[src/inc/slo_pkg.sv]
// Shared constants for the strap latch and LED output block
package slo_pkg;
    localparam int NUM_PORTS     = 8;
    localparam int LEDS_PER_PORT = 3;
    localparam int LED_SEL_W     = 4;
    localparam int PRE_BIT_POS   = 5;   // Preamble control bit in extended control word
    localparam int HOLD_BIT_POS  = 11;  // Power-down bit in basic control word
    localparam int LED_CFG_ADDR  = 20;
    localparam logic PRE_RST     = 1'b0;
    localparam logic HOLD_RST    = 1'b0;
    localparam logic [3:0] SEL_OFF  = 4'h0;
    localparam logic [3:0] SEL_LINK = 4'h1;
    localparam logic [3:0] SEL_ACT  = 4'h2;
    localparam logic [3:0] SEL_SPD  = 4'h3;
    localparam logic [3:0] SEL_DUP  = 4'h4;
    localparam logic [3:0] SEL_ON   = 4'h5;
    typedef enum logic [1:0] {ST_RESET, ST_SAMPLE, ST_RUN} slo_state_t;
endpackage

[src/hw/slo_strap_led.sv]
// Strap capture, per-port control defaults and LED open-drain drivers
`timescale 1ns/1ps

// Functional notes
// - Sample preamble strap at reset; default bit 16.5 for every port.
// - After reset software may read and overwrite both strap-loaded bits.
// - Receive-error pin for port 2 released during reset; pull-down means inactive.
// - Preamble setting ignored when port runs at 100 Mbps.
// - Sample link-hold strap at reset; default bit 0.11 for every port.
// - Link-hold strap high powers down all ports.
// - Receive-error pin for port 6 released during reset; pull-down means inactive.
// - Three LED drivers per port, each source chosen by LED config register.
// - LED drivers released during hardware power-down and reset.
module slo_strap_led #(
    parameter int NP = slo_pkg::NUM_PORTS,
    parameter int NL = slo_pkg::LEDS_PER_PORT
) (
    input  wire logic                  mclk,
    input  wire logic                  rst_b,
    input  wire logic                  preambleSelectStrap,
    input  wire logic                  linkHoldStrap,
    input  wire logic                  rxErr2,
    input  wire logic                  rxErr6,
    output logic                       rxErr2Out_r,
    output logic                       rxErr2Oe_r,
    output logic                       rxErr6Out_r,
    output logic                       rxErr6Oe_r,
    input  wire logic                  hwPowerDown,
    input  wire logic                  mgmtWrEn,
    input  wire logic [2:0]            mgmtPort,
    input  wire logic                  mgmtPreData,
    input  wire logic                  mgmtHoldData,
    output logic [NP-1:0]              preambleBit_r,
    output logic [NP-1:0]              powerDownBit_r,
    output logic [NP-1:0]              preambleActive_r,
    input  wire logic [NP-1:0]         portSpeed100,
    input  wire logic [NP-1:0]         portLink,
    input  wire logic [NP-1:0]         portActivity,
    input  wire logic [NP-1:0]         portFullDuplex,
    input  wire logic                  ledCfgWrEn,
    input  wire logic [2:0]            ledCfgPort,
    input  wire logic [NL*4-1:0]       ledCfgData,
    output logic [NP*NL-1:0]           portLedDriverOutput_r,
    output logic [NP*NL-1:0]           portLedDriverOe_r
);
    // ---------------------------------------------
    // Sequencing
    // ---------------------------------------------
    slo_pkg::slo_state_t state_r;
    logic [NP*NL*4-1:0]  ledSel_r;
    logic                inRst;

    // Straps are read one cycle after release, when pins are still released
    always_ff @(posedge mclk or negedge rst_b) begin
        if (!rst_b) begin
            state_r <= slo_pkg::ST_RESET;
        end else begin
            unique case (state_r)
                slo_pkg::ST_RESET:  state_r <= slo_pkg::ST_SAMPLE;
                slo_pkg::ST_SAMPLE: state_r <= slo_pkg::ST_RUN;
                slo_pkg::ST_RUN:    state_r <= slo_pkg::ST_RUN;
            endcase
        end
    end
    assign inRst = (state_r != slo_pkg::ST_RUN);

    // ---------------------------------------------
    // Shared receive-error pins
    // ---------------------------------------------
    always_ff @(posedge mclk or negedge rst_b) begin
        if (!rst_b) begin
            rxErr2Out_r <= 1'b0;
            rxErr2Oe_r  <= 1'b0;
            rxErr6Out_r <= 1'b0;
            rxErr6Oe_r  <= 1'b0;
        end else begin
            rxErr2Out_r <= rxErr2;
            rxErr6Out_r <= rxErr6;
            rxErr2Oe_r  <= (state_r == slo_pkg::ST_RUN);
            rxErr6Oe_r  <= (state_r == slo_pkg::ST_RUN);
        end
    end

    // ---------------------------------------------
    // Control bits
    // ---------------------------------------------
    always_ff @(posedge mclk or negedge rst_b) begin
        if (!rst_b) begin
            preambleBit_r  <= {NP{slo_pkg::PRE_RST}};
            powerDownBit_r <= {NP{slo_pkg::HOLD_RST}};
        end else if (state_r == slo_pkg::ST_SAMPLE) begin
            preambleBit_r  <= {NP{preambleSelectStrap}};
            powerDownBit_r <= {NP{linkHoldStrap}};
        end else if (state_r == slo_pkg::ST_RUN && mgmtWrEn) begin
            preambleBit_r[mgmtPort]  <= mgmtPreData;
            powerDownBit_r[mgmtPort] <= mgmtHoldData;
        end
    end

    always_ff @(posedge mclk or negedge rst_b) begin
        if (!rst_b) begin
            preambleActive_r <= '0;
        end else begin
            preambleActive_r <= preambleBit_r & ~portSpeed100;
        end
    end

    // ---------------------------------------------
    // LED configuration and drivers
    // ---------------------------------------------
    always_ff @(posedge mclk or negedge rst_b) begin
        if (!rst_b) begin
            ledSel_r <= '0;
        end else if (ledCfgWrEn && !inRst) begin
            ledSel_r[ledCfgPort*NL*4 +: NL*4] <= ledCfgData;
        end
    end

    function automatic logic ledOn(input logic [3:0] sel, input logic lk,
                                   input logic ac, input logic sp, input logic fd);
        logic r;
        r = 1'b0;
        case (sel)
            slo_pkg::SEL_LINK: r = lk;
            slo_pkg::SEL_ACT:  r = ac;
            slo_pkg::SEL_SPD:  r = sp;
            slo_pkg::SEL_DUP:  r = fd;
            slo_pkg::SEL_ON:   r = 1'b1;
            default:           r = 1'b0;
        endcase
        return r;
    endfunction

    // Output data stays low; the enable alone lights the LED
    always_ff @(posedge mclk or negedge rst_b) begin
        if (!rst_b) begin
            portLedDriverOutput_r <= '0;
            portLedDriverOe_r     <= '0;
        end else begin
            for (int p = 0; p < NP; p++) begin
                for (int l = 0; l < NL; l++) begin
                    portLedDriverOutput_r[p*NL+l] <= 1'b0;
                    portLedDriverOe_r[p*NL+l] <= !inRst && !hwPowerDown
                        && !powerDownBit_r[p]
                        && ledOn(ledSel_r[(p*NL+l)*4 +: 4], portLink[p],
                                 portActivity[p], portSpeed100[p], portFullDuplex[p]);
                end
            end
        end
    end

    // ---------------------------------------------
    // Check helpers
    // ---------------------------------------------
    // Drivers forced on or off by their select; kept apart from the driver logic
    // so the checks do not reuse the decode they are meant to guard
    logic [NP*NL-1:0] forcedOn;
    logic [NP*NL-1:0] forcedOff;

    always_comb begin
        forcedOn  = '0;
        forcedOff = '0;
        for (int i = 0; i < NP*NL; i++) begin
            forcedOn[i]  = (ledSel_r[i*4 +: 4] == slo_pkg::SEL_ON) && !powerDownBit_r[i/NL];
            forcedOff[i] = (ledSel_r[i*4 +: 4] == slo_pkg::SEL_OFF);
        end
    end
endmodule

[config.mk]
export PLATFORM = sky130hd
export DESIGN_NAME = slo_strap_led
export DESIGN_NICKNAME = d
export VERILOG_FILES = /design/src/inc/slo_pkg.sv /design/src/hw/slo_strap_led.sv
export SDC_FILE = /design/constraint.sdc
export NUM_CORES = 1
export LEC_CHECK = 0
export BUFFER_PORTS_ARGS = -buffer_cell sky130_fd_sc_hd__buf_2
export CAP_MARGIN = 0
export CORE_ASPECT_RATIO = 0.9
export CORE_MARGIN = 4
export CORE_UTILIZATION = 55
export DETAILED_ROUTE_END_ITERATION = 8
export PLACE_DENSITY = 0.78
export SLEW_MARGIN = 20
export SYNTH_ARGS = -nofsm -noshare
export SYNTH_HDL_FRONTEND = slang
export SYNTH_SLANG_ARGS = --single-unit
export TNS_END_PERCENT = 10
[constraint.sdc]
create_clock -name mclk -period 5.44 [get_ports mclk]
set_input_delay 1.088 -clock mclk [delete_from_list [all_inputs] [get_ports mclk]]
set_output_delay 1.088 -clock mclk [all_outputs]
set_load 0.05 [all_outputs]
### Word-level counts from Yosys, hierarchy flattened

Index checks and enable logic that the tools add are counted.
W data, S select, Z words.

* register bits after elaboration: 149
* bits in latches: 0
* bits in writable memories: 0
* ROM bits: 0
* output and inout port bits: 76
* word-level logic and storage cells: 223
* memories: 0

* add/sub/neg operators: 1
* $mul: 1
* div/mod/pow operators: 0
* $lt $le $gt $ge: 2
* eq/ne operators: 123
* shifts and indexed selects: 2
* mux-type cells: 34
* bitwise logic cells: 2
* reduce and logical (&&, ||, !) cells: 49

Operators by type and width (number)
* $eq A4 B2 Y1 const B: 48
* $eq A4 B3 Y1 const B: 48
* $pmux W1 S5: 24
* $bwmux W96: 1
* $eq A4 B1 Y1 const B: 24
* $shift A12 B34 Y96 const A: 1
* $shiftx A12 B34 Y96: 1
* $logic_and A1 B1 Y1: 36
* $neg A7 Y34: 1
* $mux W8: 4
* $bwmux W8: 2
* $logic_not A1 Y1: 10
* $and A8 B8 Y8: 1
* $not A8 Y8: 1
* $mul A3 B2 Y5 const B: 1
* $lt A3 B4 Y1 const B: 1
* $pmux W2 S2: 1
* $demux W1 S3: 1
* $ge A3 B1 Y1 const B: 1
* $eq A2 B1 Y1 const B: 1
* $eq A2 B2 Y1 const B: 1
* $logic_not A2 Y1: 1
* $ne A2 B2 Y1 const B: 1
* $reduce_bool A2 Y1: 1
* 2 further kinds: 2

### Longest topological paths before layout

Gate-level depths: netlist of the first run.

* depth in word-level cells: 7
* mapped depth: 13
* gate-level depth less buffers: 10

### Worst setup path after synthesis of the first run

Ideal clock, no wire load.

* kind: in2reg
* from: input port ledCfgPort[0]
* to: register ledSel_r[56]
* arrival: 3.926 ns
* data required time: 5.315 ns
* slack: 1.390 ns
* stages on the path: 10
* cell sequence: ha_1 -> fa_1 -> nand2b_1 -> nor2_1 -> ha_1 -> clkbuf_1 -> and3_1 -> o21a_1 -> nor3b_2 -> mux2_2

* cells in the longest elaborated chain, start to end: 4

RTL lines
* start, declared: RTL line slo_strap_led.sv:41 `input wire logic [2:0] ledCfgPort,`
* $mul A3 B2 Y5 *: RTL line slo_strap_led.sv:115 `ledSel_r[ledCfgPort*NL*4 +: NL*4] <= ledCfgData;`
* $neg A7 Y34 *: RTL line slo_strap_led.sv:115
* $shiftx A12 B34 Y96 or $shift A12 B34 Y96 (tied branches): RTL line slo_strap_led.sv:115
* $bwmux W96 *: RTL line slo_strap_led.sv:115
* end signal, assigned by index: RTL line slo_strap_led.sv:115
* end, declared: RTL line slo_strap_led.sv:50 `logic [NP*NL*4-1:0] ledSel_r;`

Mark *: on every way between the ends. The rest lies on a longest branch, timed or not.
A chain may end at the register's enable or synchronous reset.

### Worst setup path after layout of the first run

* from: input port ledCfgPort[1]
* to: register ledSel_r[38]

The elaborated chain is that of the path after synthesis.

==> results.txt, run 1 <==
Top post-synthesis cells by area = dfrtp_1, mux2_2, mux2i_1
Via/cell ratio = 5.975
Post-synthesis sequential area ratio = 46.39%
Ys Warns = 0
Crit path launch = ledCfgPort[1]
Gate Count Post-Synth = 782
Root Buffer = clkbuf_16
CP required = 5.75 ns
Post-synth EDFFs = 0
Final std cell area, no fill = 9278 um2
Total negative slack = 0 ns
Relative slew margins = 36.25%
Status = complete, no violations
Num rows = 41
DP Area = 8702 um2
CTS tree = built
Hold Crit Class = reg2reg
Max-slew violations = 0
Setup Fix Bufs, Post-CTS = 0
Most common cell in the synthesized netlist = dfrtp_1
Power Total = 0.003982 W
Unrepaired setup endpoints after global routing = no
Die Ht = 122.7 um
WP buf/inv = 2
Worst R2R Path Depth = 6
Combinational power share = 29.5%
Die area = 16610 um2
Fraction of layout cells with a size suffix above 1 = 27.37%
Worst skew pair latency = 0.43 ns
Global-route wire length before repair = 34070 um
Startpoint types = input pin
Static leakage = 4.294 nW
Hold_sp = ledSel_r[55]$_DFFE_PN0P_
H-tree depth = 4
CP max stage cell = fa_1
Post-synthesis register bit count = 149
Yosys top cell area share = 46.39%
Crit. End Element = flip-flop
# IOs = 137
Die extent in x = 135.4 um
Asr flop ratio synth = 100.0%
Initial antenna violation count = 0
CTS Hold Bufs = 0
Placeable Area = 14160 um2
Clock-pin slew on the worst setup and hold paths = 0.06 ns
Fmax = 241.2 MHz
Synth unique cells = 69
Hold Path End = portLedDriverOe_r[13]$_DFF_PN0_
Met1 wire length = 9700 um
Final hold vios = 0
Worst-case clock buffer depth = 2
Detailed-routed wire length on met2 = 10050 um
Metal3 WL = 1871 um
Cells along the critical path = buf_2 > ha_1 > fa_1 > nand2b_1 > nor2_1 > ha_1 > buf_4 > and3_1 > nand2_1 > o32ai_2 > mux2_2
Worst flop-to-flop path startpoint = state_r[0]$_DFF_PN0_
Clock network fraction of total power = 28.8%
Clock sinks = 149
Pin count of the biggest net entering global routing = 106
Reg area = 3729 um2
PD cells = 429.2 nW/um2
N_diodes = 0
Biggest cell delay along the critical path = 0.70 ns
DR vias = 6566
Cell Int Power = 0.002547 W
Least-Margin Pin Slew = 0.9563 ns
Number of global-route vias before repair = 6198
Initial core utilization = 56.77%
Max Cap Violations = 0
Routed Antenna Nets = 0
Synth Cell Area = 8038 um2
Top FF cell, synth = dfrtp_1
Worst r2r dst = ledSel_r[38]$_DFFE_PN0P_
# DRC = 0
Worst Skew = 0.008174 ns
Synth area leader = dfrtp_1
Post-Route WL = 22150 um
# port buffers = 112
Inserted Clock Buffers = 17
Area growth syn-to-layout = 15.43%
Final #Nets = 963
Hold Path Depth = 1
GRT overflow = 0
GRT Total Usage = 27.18%
Cell mode on critical path = ha_1
Post-route clock period utilization = 76.22%
P_sw = 0.001436 W
Sequential share of power = 41.7%
CP Max Fanout = 28
1st-pass router iterations = 5
Layout fillers = 1127
Number of DRC markers in iteration 0 = 662
Minimum clock period = 4.146 ns
Final weighted congestion in routability-driven placement = 0.9423
Peak VDD IR = 0.2786 mV
CP delay by family, top = adder cells
Routed WL per cell = 20.15 um
Mean area per synthesized cell = 10.28 um2
DR top layer = met4
Sw Share = 36.05%
Worst Path Class, Setup = in2reg
Reg2reg setup slack = 3.22 ns
Area taken by multi-input logic gates = 4049 um2
CP arrival = 4.45 ns
Post-cts sizing count = 0
Final setup violation count = 0
Post-synth top cells = dfrtp_1, nand2_1, mux2_2
Hpwl dp = 15930 um
==> cell type report <==
| class | instances | share of cell area, % |
|---|---|---|
| Clock buffer | 20 | 4.815 |
| Multi-Input combinational cell | 592 | 43.64 |
| Inverter | 11 | 0.4450 |
| Timing Repair Buffer | 122 | 6.918 |
| Clock inverter | 12 | 1.389 |
| Sequential cell | 149 | 40.19 |
| Tap cell | 193 | 2.603 |
==> cell usage in the layout, fill, tap and decap left out, types with 4 or more instances in the layout <==
| cell type | count |
|---|---|
| a21oi_1 | 64 |
| a31oi_1 | 4 |
| and2_1 | 7 |
| and3_1 | 9 |
| buf_2 | 111 |
| buf_4 | 10 |
| clkbuf_16 | 17 |
| clkinv_2 | 4 |
| conb_1 | 24 |
| dfrtp_1 | 149 |
| ha_1 | 8 |
| inv_1 | 11 |
| mux2_1 | 14 |
| mux2_2 | 72 |
| mux2i_1 | 41 |
| nand2_1 | 83 |
| nand2b_1 | 4 |
| nand3_1 | 21 |
| nand4_1 | 10 |
| nor2_1 | 45 |
| nor2b_1 | 15 |
| nor3_1 | 6 |
| nor4_1 | 24 |
| o21ai_0 | 50 |
| o22ai_1 | 11 |
| o2bb2ai_1 | 6 |
| o41ai_1 | 4 |
| or3_1 | 4 |
==> worst max-delay path by stage <==
stage,to,slack (ns),cells after the start
floorplan,ledSel_r[56]$_DFFE_PN0P_,1.39,10
detailed placement,ledSel_r[38]$_DFFE_PN0P_,0.93,11
global route,ledSel_r[38]$_DFFE_PN0P_,1.15,12
finish,ledSel_r[38]$_DFFE_PN0P_,1.29,11
global placement,ledSel_r[39]$_DFFE_PN0P_,1.02,11
CTS,ledSel_r[38]$_DFFE_PN0P_,1.35,11
==> power groups by stage <==
stage          combinational [W]  clock (W)  sequential, W
6_report                 0.00117    0.00115        0.00166
4_1_cts                  0.00117    0.00116        0.00166
3_5_place_dp             0.00116          0        0.00167
3_3_place_gp             0.00114          0        0.00166
5_1_grt                  0.00127    0.00121        0.00170
2_1_floorplan           0.000686          0        0.00182
==> state kept, by name, summed over array words and instances (netlist names) <==
name and flops:
preambleBit_r 8, portLedDriverOe_r 24, preambleActive_r 8, rxErr6Oe_r 1, ledSel_r 96, rxErr2Out_r 1, state_r 2, rxErr6Out_r 1
powerDownBit_r 8
==> per-layer routing <==
layer | vias to the layer above | track usage, %
met5 | - | 0
met4 | 0 | 9.320
met3 | 40 | 6.557
met2 | 308 | 41.26
met1 | 3196 | 38.54
li1 | 3022 | -
==> metrics by stage <==
stage / setup WS (ns) / hold WS, ns / std cells / util [%]
after floorplan: 1.390 / 0.4034 / 805 / -
after global placement: 1.018 / 0.4175 / 1067 / 61.46
after detailed placement: 0.9260 / 0.4176 / 1067 / 61.46
after CTS: 1.351 / 0.4301 / 1099 / 65.53
after global routing: 1.151 / 0.4340 / 1099 / 65.53
final: 1.294 / 0.4314 / 1099 / 65.53
==> cells by family (layout without fill, tap and decap cells) <==
kind of cell               after synthesis  in the layout  synth area share [%]
DFF                                    149            149                 46.39
and+or+nand+nor                        247            247                 15.43
other                                    1             24               0.04666
muxes                                  127            127                 17.15
buffers and inverters                   64            165                 4.405
xor gates and xnor gates                 9              9                 1.261
adders and majority gates                9              9                 1.494
AOI/OAI and AO/OA                      176            176                 13.82
Note: power is estimated with default switching activity, not from simulation.
==> inputs of run 2 (changes only) <==
--- a/config.mk
+++ b/config.mk
@@ -9,9 +9,9 @@
 export CAP_MARGIN = 0
 export CORE_ASPECT_RATIO = 0.9
 export CORE_MARGIN = 4
-export CORE_UTILIZATION = 55
+export CORE_UTILIZATION = 51
 export DETAILED_ROUTE_END_ITERATION = 8
-export PLACE_DENSITY = 0.78
+export PLACE_DENSITY = 0.76
 export SLEW_MARGIN = 20
 export SYNTH_ARGS = -nofsm -noshare
 export SYNTH_HDL_FRONTEND = slang
==> constraint.sdc (replaced) <==
create_clock -name mclk -period 3.32 [get_ports mclk]
set_input_delay 0.664 -clock mclk [delete_from_list [all_inputs] [get_ports mclk]]
set_output_delay 0.664 -clock mclk [all_outputs]
set_load 0.05 [all_outputs]
==> run 2 against run 1 <==
Net effect:
- non-clock buffer count up 56
- hold slack worse by 0.18 ns
- design area increased by 5.6%
- worst setup slack lost 1.0 ns
- largest cell class unchanged
- critical path depth unchanged
- die area is 7.3% higher
- cell count up 5.8%
- sequential power increased by 64%
- clock power rose by 66%
- clock-buffer cell count is 1 lower
- global-route usage down 0.72 points
- critical path type unchanged
- sequential cell count unchanged
==> results.txt, run 2 (same netlist as run 1, synthesis figures left out) <==
Status = complete, no violations
Worst Path Class, Setup = in2reg
Die area = 17840 um2
# IOs = 137
Max Cap Violations = 0
DR vias = 6886
Fmax = 329.7 MHz
Final weighted congestion in routability-driven placement = 0.9613
Unrepaired setup endpoints after global routing = no
Worst R2R Path Depth = 7
Sequential share of power = 40.8%
Inserted Clock Buffers = 17
Biggest cell delay along the critical path = 0.44 ns
Fraction of layout cells with a size suffix above 1 = 32.26%
Final #Nets = 1019
Via/cell ratio = 5.921
CP Max Fanout = 5
Worst skew pair latency = 0.43 ns
Clock network fraction of total power = 28.6%
Pin count of the biggest net entering global routing = 72
Initial core utilization = 52.05%
Number of DRC markers in iteration 0 = 634
Crit. End Element = flip-flop
Combinational power share = 30.7%
CP arrival = 3.34 ns
Hpwl dp = 17250 um
CTS Hold Bufs = 0
Least-Margin Pin Slew = 0.6997 ns
Met1 Track Usage GR = 36.09%
Cells along the critical path = buf_2 > ha_4 > fa_2 > buf_4 > nor3_2 > buf_4 > and3_1 > o21a_1 > nor3b_2 > buf_4 > mux2_2
Hold Crit Class = in2async
Final core occ = 63.45%
N_diodes = 0
Top Registers = ledSel_r (96), portLedDriverOe_r (24)
Placeable Area = 15440 um2
Max-slew violations = 0
Worst-case clock buffer depth = 2
Post-Route WL = 23180 um
Grt met2 use = 42.09%
Routed Antenna Nets = 0
Static leakage = 4.588 nW
Cell Int Power = 0.004288 W
Area growth syn-to-layout = 21.89%
Die Ht = 127.1 um
GR peak layer = met2
Sw Share = 36.01%
Num rows = 43
Initial antenna violation count = 0
CTS tree = built
Total negative slack = 0 ns
Cell mode on critical path = buf_4
H-tree depth = 4
Commonest non-fill, non-tap cell in the layout = dfrtp_1
P_sw = 0.002413 W
GRT overflow = 0
Clock-pin slew on the worst setup and hold paths = 0.07 ns
GRT Total Usage = 26.47%
# port buffers = 112
Relative slew margins = 53.12%
PD cells = 684.0 nW/um2
Setup Fix Bufs, Post-CTS = 0
Most frequent cells in the layout = dfrtp_1, buf_2, nand2_1, mux2_2, buf_4
Routed WL per cell = 19.93 um
Layout fillers = 1257
CP max stage cell = fa_2
Peak VDD IR = 0.4860 mV
CP required = 3.62 ns
Largest register FFs = 96
Worst Skew = 0.01106 ns
# DRC = 0
Largest register by flop count = ledSel_r
Met3 Usage GRT = 5.801%
Final setup violation count = 0
Post-route clock period utilization = 91.35%
Minimum clock period = 3.033 ns
Post-cts sizing count = 0
1st-pass router iterations = 5
Final hold vios = 0
Global-route wire length before repair = 36810 um
Die extent in x = 140.3 um
Startpoint types = input pin
Clock sinks = 149
Number of global-route vias before repair = 6744
Root Buffer = clkbuf_16
## run 2: power groups by stage
stage          sequential (W)  clock (W)  combinational, W
6_report              0.00273    0.00191           0.00205
3_3_place_gp          0.00272          0           0.00198
3_5_place_dp          0.00275          0           0.00203
4_1_cts               0.00272    0.00193           0.00205
5_1_grt               0.00280    0.00203           0.00223
2_1_floorplan         0.00298          0           0.00114
## run 2: layout make-up
class | count | area [um2] | share of cell area [%]
Clock buffer | 19 | 452.9 | 4.623
Clock inverter | 12 | 128.9 | 1.315
Inverter | 11 | 41.29 | 0.4215
Multi-Input combinational cell | 592 | 4118 | 42.03
Sequential cell | 149 | 3729 | 38.06
Tap cell | 202 | 252.7 | 2.580
Timing Repair Buffer | 178 | 1075 | 10.97
## run 2: path summary, 6_finish.rpt
kind / from / endpoint / slack (ns)
setup / recovery: ledCfgPort[1] / ledSel_r[56]$_DFFE_PN0P_ / 0.29
hold / removal: rst_b / portLedDriverOe_r[10]$_DFF_PN0_ / 0.25
setup reg to reg: state_r[0]$_DFF_PN0_ / ledSel_r[56]$_DFFE_PN0P_ / 1.05
hold reg to reg: ledSel_r[63]$_DFFE_PN0P_ / portLedDriverOe_r[15]$_DFF_PN0_ / 0.43
max in group asynchronous: rst_b / portLedDriverOe_r[21]$_DFF_PN0_ / 2.31
min in group mclk: rxErr2 / rxErr2Out_r$_DFF_PN0_ / 0.34
## run 2: stage by stage
step                instances  total power (W)  hold slack, ns  worst slack (ns)  area (um2)
finish                   1163         0.006701          0.2497            0.2871        9797
CTS                      1163         0.006705          0.2673            0.3374        9797
global placement         1132         0.004702          0.4221          -0.07986        9215
global route             1163         0.007055          0.3012            0.2018        9797
floorplan                 805         0.004121          0.3684           -0.1105        8194
detailed placement       1132         0.004778          0.4211           -0.1033        9215
## run 2: routing by layer
metal	share of wire, %	up-vias
met5	0	-
li1	-	3154
met3	7.1	46
met2	47	278
met1	43	3408
met4	2.6	0
## run 2: worst max-delay path: cells and delay by family
| kind | cells | cell delay (ns) |
|---|---|---|
| AOI/OAI and AO/OA | 1 | 0.21 |
| adders and majority gates | 2 | 0.61 |
| buffers and inverters | 4 | 0.70 |
| muxes | 1 | 0.33 |
| and+or+nand+nor | 3 | 0.83 |
==> inputs of run 3 (changes only) <==
--- a/config.mk
+++ b/config.mk
@@ -9,9 +9,9 @@
 export CAP_MARGIN = 0
 export CORE_ASPECT_RATIO = 0.9
 export CORE_MARGIN = 4
-export CORE_UTILIZATION = 51
+export CORE_UTILIZATION = 40
 export DETAILED_ROUTE_END_ITERATION = 8
-export PLACE_DENSITY = 0.76
+export PLACE_DENSITY = 0.62
 export SLEW_MARGIN = 20
 export SYNTH_ARGS = -nofsm -noshare
 export SYNTH_HDL_FRONTEND = slang
==> run 3 against run 2 <==
Net effect:
- clock power is 4% lower
- global-route usage shrank 4.4 points
- register-to-register slack better by 0.22 ns
- power decreased by 1.1%
- clock-buffer cell count is 1 higher
- critical path depth fell by 1
- sequential cell count unchanged
- largest cell class unchanged
- core utilization shrank 12 points
- sequential share of layout area is 0.48 points lower
- critical endpoint is now ledSel_r[68]$_DFFE_PN0P_
- wire length is 4.4% higher
- highest routed layer unchanged
- first-iteration DRC count fell by 35%
==> results.txt, run 3 (same netlist as run 1, synthesis figures left out) <==
Global-route wire length before repair = 37970 um
CTS Hold Bufs = 0
Worst skew pair latency = 0.42 ns
Crit path launch = ledCfgPort[1]
Cells along the critical path = buf_2 > ha_4 > fa_2 > buf_4 > xnor2_1 > buf_4 > a2111oi_0 > nand3_1 > a21oi_2 > mux2_1
# IOs = 137
Worst Skew = 0.01010 ns
Via/cell ratio = 5.499
Grt met2 use = 34.02%
Final hold vios = 0
N_diodes = 0
Post-cts sizing count = 0
Worst hold margin = 0.1991 ns
Die area = 22430 um2
CTS tree = built
Die extent in x = 157.4 um
Reg2reg setup slack = 1.27 ns
Routed Antenna Nets = 0
Sequential share of power = 41.1%
CP max stage cell = fa_2
Met3 Usage GRT = 5.716%
Inst Count DP = 1193
Relative slew margins = 60.18%
Biggest cell delay along the critical path = 0.54 ns
Max-slew violations = 0
CP required = 3.61 ns
Max Cap Violations = 0
Placeable Area = 19460 um2
CP Max Fanout = 8
H-tree depth = 4
Pin count of the biggest net entering global routing = 67
Initial antenna violation count = 0
Power Total = 0.006625 W
Post-route clock period utilization = 89.95%
Setup Fix Bufs, Post-CTS = 0
Finished Layout Cells = 1223
Cell Int Power = 0.004216 W
GRT overflow = 0
# port buffers = 112
Crit. End Element = flip-flop
PD cells = 667.7 nW/um2
Largest register FFs = 96
Final weighted congestion in routability-driven placement = 1.004
Fraction of layout cells with a size suffix above 1 = 32.79%
GRT Total Usage = 22.06%
GR peak layer = met2
Area growth syn-to-layout = 23.46%
Inserted Clock Buffers = 17
Worst R2R Path Depth = 8
# DRC = 0
Root Buffer = clkbuf_16
CP arrival = 3.28 ns
Most frequent cells in the layout = dfrtp_1, buf_2, nand2_1, buf_4, mux2_2
Clock-pin slew on the worst setup and hold paths = 0.06 ns
Least-Margin Pin Slew = 0.5951 ns
Final setup violation count = 0
DP Area = 9378 um2
Clock sinks = 149
Peak VDD IR = 0.3779 mV
Hold Crit Class = in2async
Number of global-route vias before repair = 6704
Cell mode on critical path = buf_4
Final std cell area, no fill = 9923 um2
Hpwl dp = 18390 um
Worst flop-to-flop path startpoint = state_r[0]$_DFF_PN0_
1st-pass router iterations = 5
Unrepaired setup endpoints after global routing = no
Combinational power share = 31.3%
Post-Route WL = 24190 um
Met1 Track Usage GR = 30.88%
Num rows = 48
Sw Share = 36.37%
Final #Nets = 1032
Worst setup path endpoint = ledSel_r[68]$_DFFE_PN0P_
Initial core utilization = 41.31%
Static leakage = 4.631 nW
Clock network fraction of total power = 27.6%
Die Ht = 142.5 um
Top Registers = ledSel_r (96), portLedDriverOe_r (24)
Startpoint types = input pin
Number of DRC markers in iteration 0 = 414
Minimum clock period = 2.986 ns
Total negative slack = 0 ns
Fmax = 334.9 MHz
P_sw = 0.002410 W
Worst r2r dst = ledSel_r[4]$_DFFE_PN0P_
DR vias = 6725
Largest register by flop count = ledSel_r
Status = complete, no violations
Commonest non-fill, non-tap cell in the layout = dfrtp_1
Routed WL per cell = 19.78 um
Worst Path Class, Setup = in2reg
Worst-case clock buffer depth = 2
-- run 3: changes by cell type in the layout (fill, tap and decap cells not counted), sizes merged --
cell      previous run  this run
clkinvlp             3         2
buf                178       191
bufinv               2         1
clkbuf              19        20
clkinv               5         4
inv                 13        14
-- run 3: power by group through the flow --
stage | Sequential [W] | Combinational, W | Clock, W
finish | 0.00272 | 0.00207 | 0.00183
global route | 0.00279 | 0.00226 | 0.00195
CTS | 0.00272 | 0.00208 | 0.00187
detailed placement | 0.00275 | 0.00206 | 0
global placement | 0.00274 | 0.00203 | 0
floorplan | 0.00298 | 0.00114 | 0
-- run 3: metrics by stage --
step           util [%]  setup WS (ns)
2_1_floorplan         -        -0.1105
3_3_place_gp      48.19       -0.04580
3_5_place_dp      48.19        -0.1069
4_1_cts           51.00         0.3444
5_1_grt           51.00         0.2322
6_report          51.00         0.3338
-- run 3: worst max-delay path, delay by kind of cell --
kind	cells	cell delay, ns
adders and majority gates	2	0.71
buffers and inverters	3	0.49
and+or+nand+nor	1	0.16
muxes	1	0.36
AOI/OAI and AO/OA	2	0.76
xor gates and xnor gates	1	0.14
-- run 3: area by class of cell --
| class | instances | area [um2] |
|---|---|---|
| fill | 1840 | 9535 |
| multi-input combinational | 592 | 4110 |
| sequential | 149 | 3729 |
| timing repair buffer | 191 | 1185 |
| clock buffer | 20 | 446.7 |
| tap | 250 | 312.8 |
| clock inverter | 10 | 98.84 |
| inverter | 11 | 41.29 |
-- run 3: worst min path at each step --
stage,end
after global placement,portLedDriverOe_r[21]$_DFF_PN0_
after detailed placement,portLedDriverOe_r[15]$_DFF_PN0_
after global routing,portLedDriverOe_r[2]$_DFF_PN0_
final,portLedDriverOe_r[2]$_DFF_PN0_
after floorplan,ledSel_r[0]$_DFFE_PN0P_
after CTS,portLedDriverOe_r[2]$_DFF_PN0_
-- run 3: per-layer routing --
layer	part of all wire (%)	routed length, um	up-vias
met4	1.7	416	0
met1	46	11200	3308
met5	0	0	-
li1	-	-	3177
met2	46	11040	206
met3	6.4	1538	34
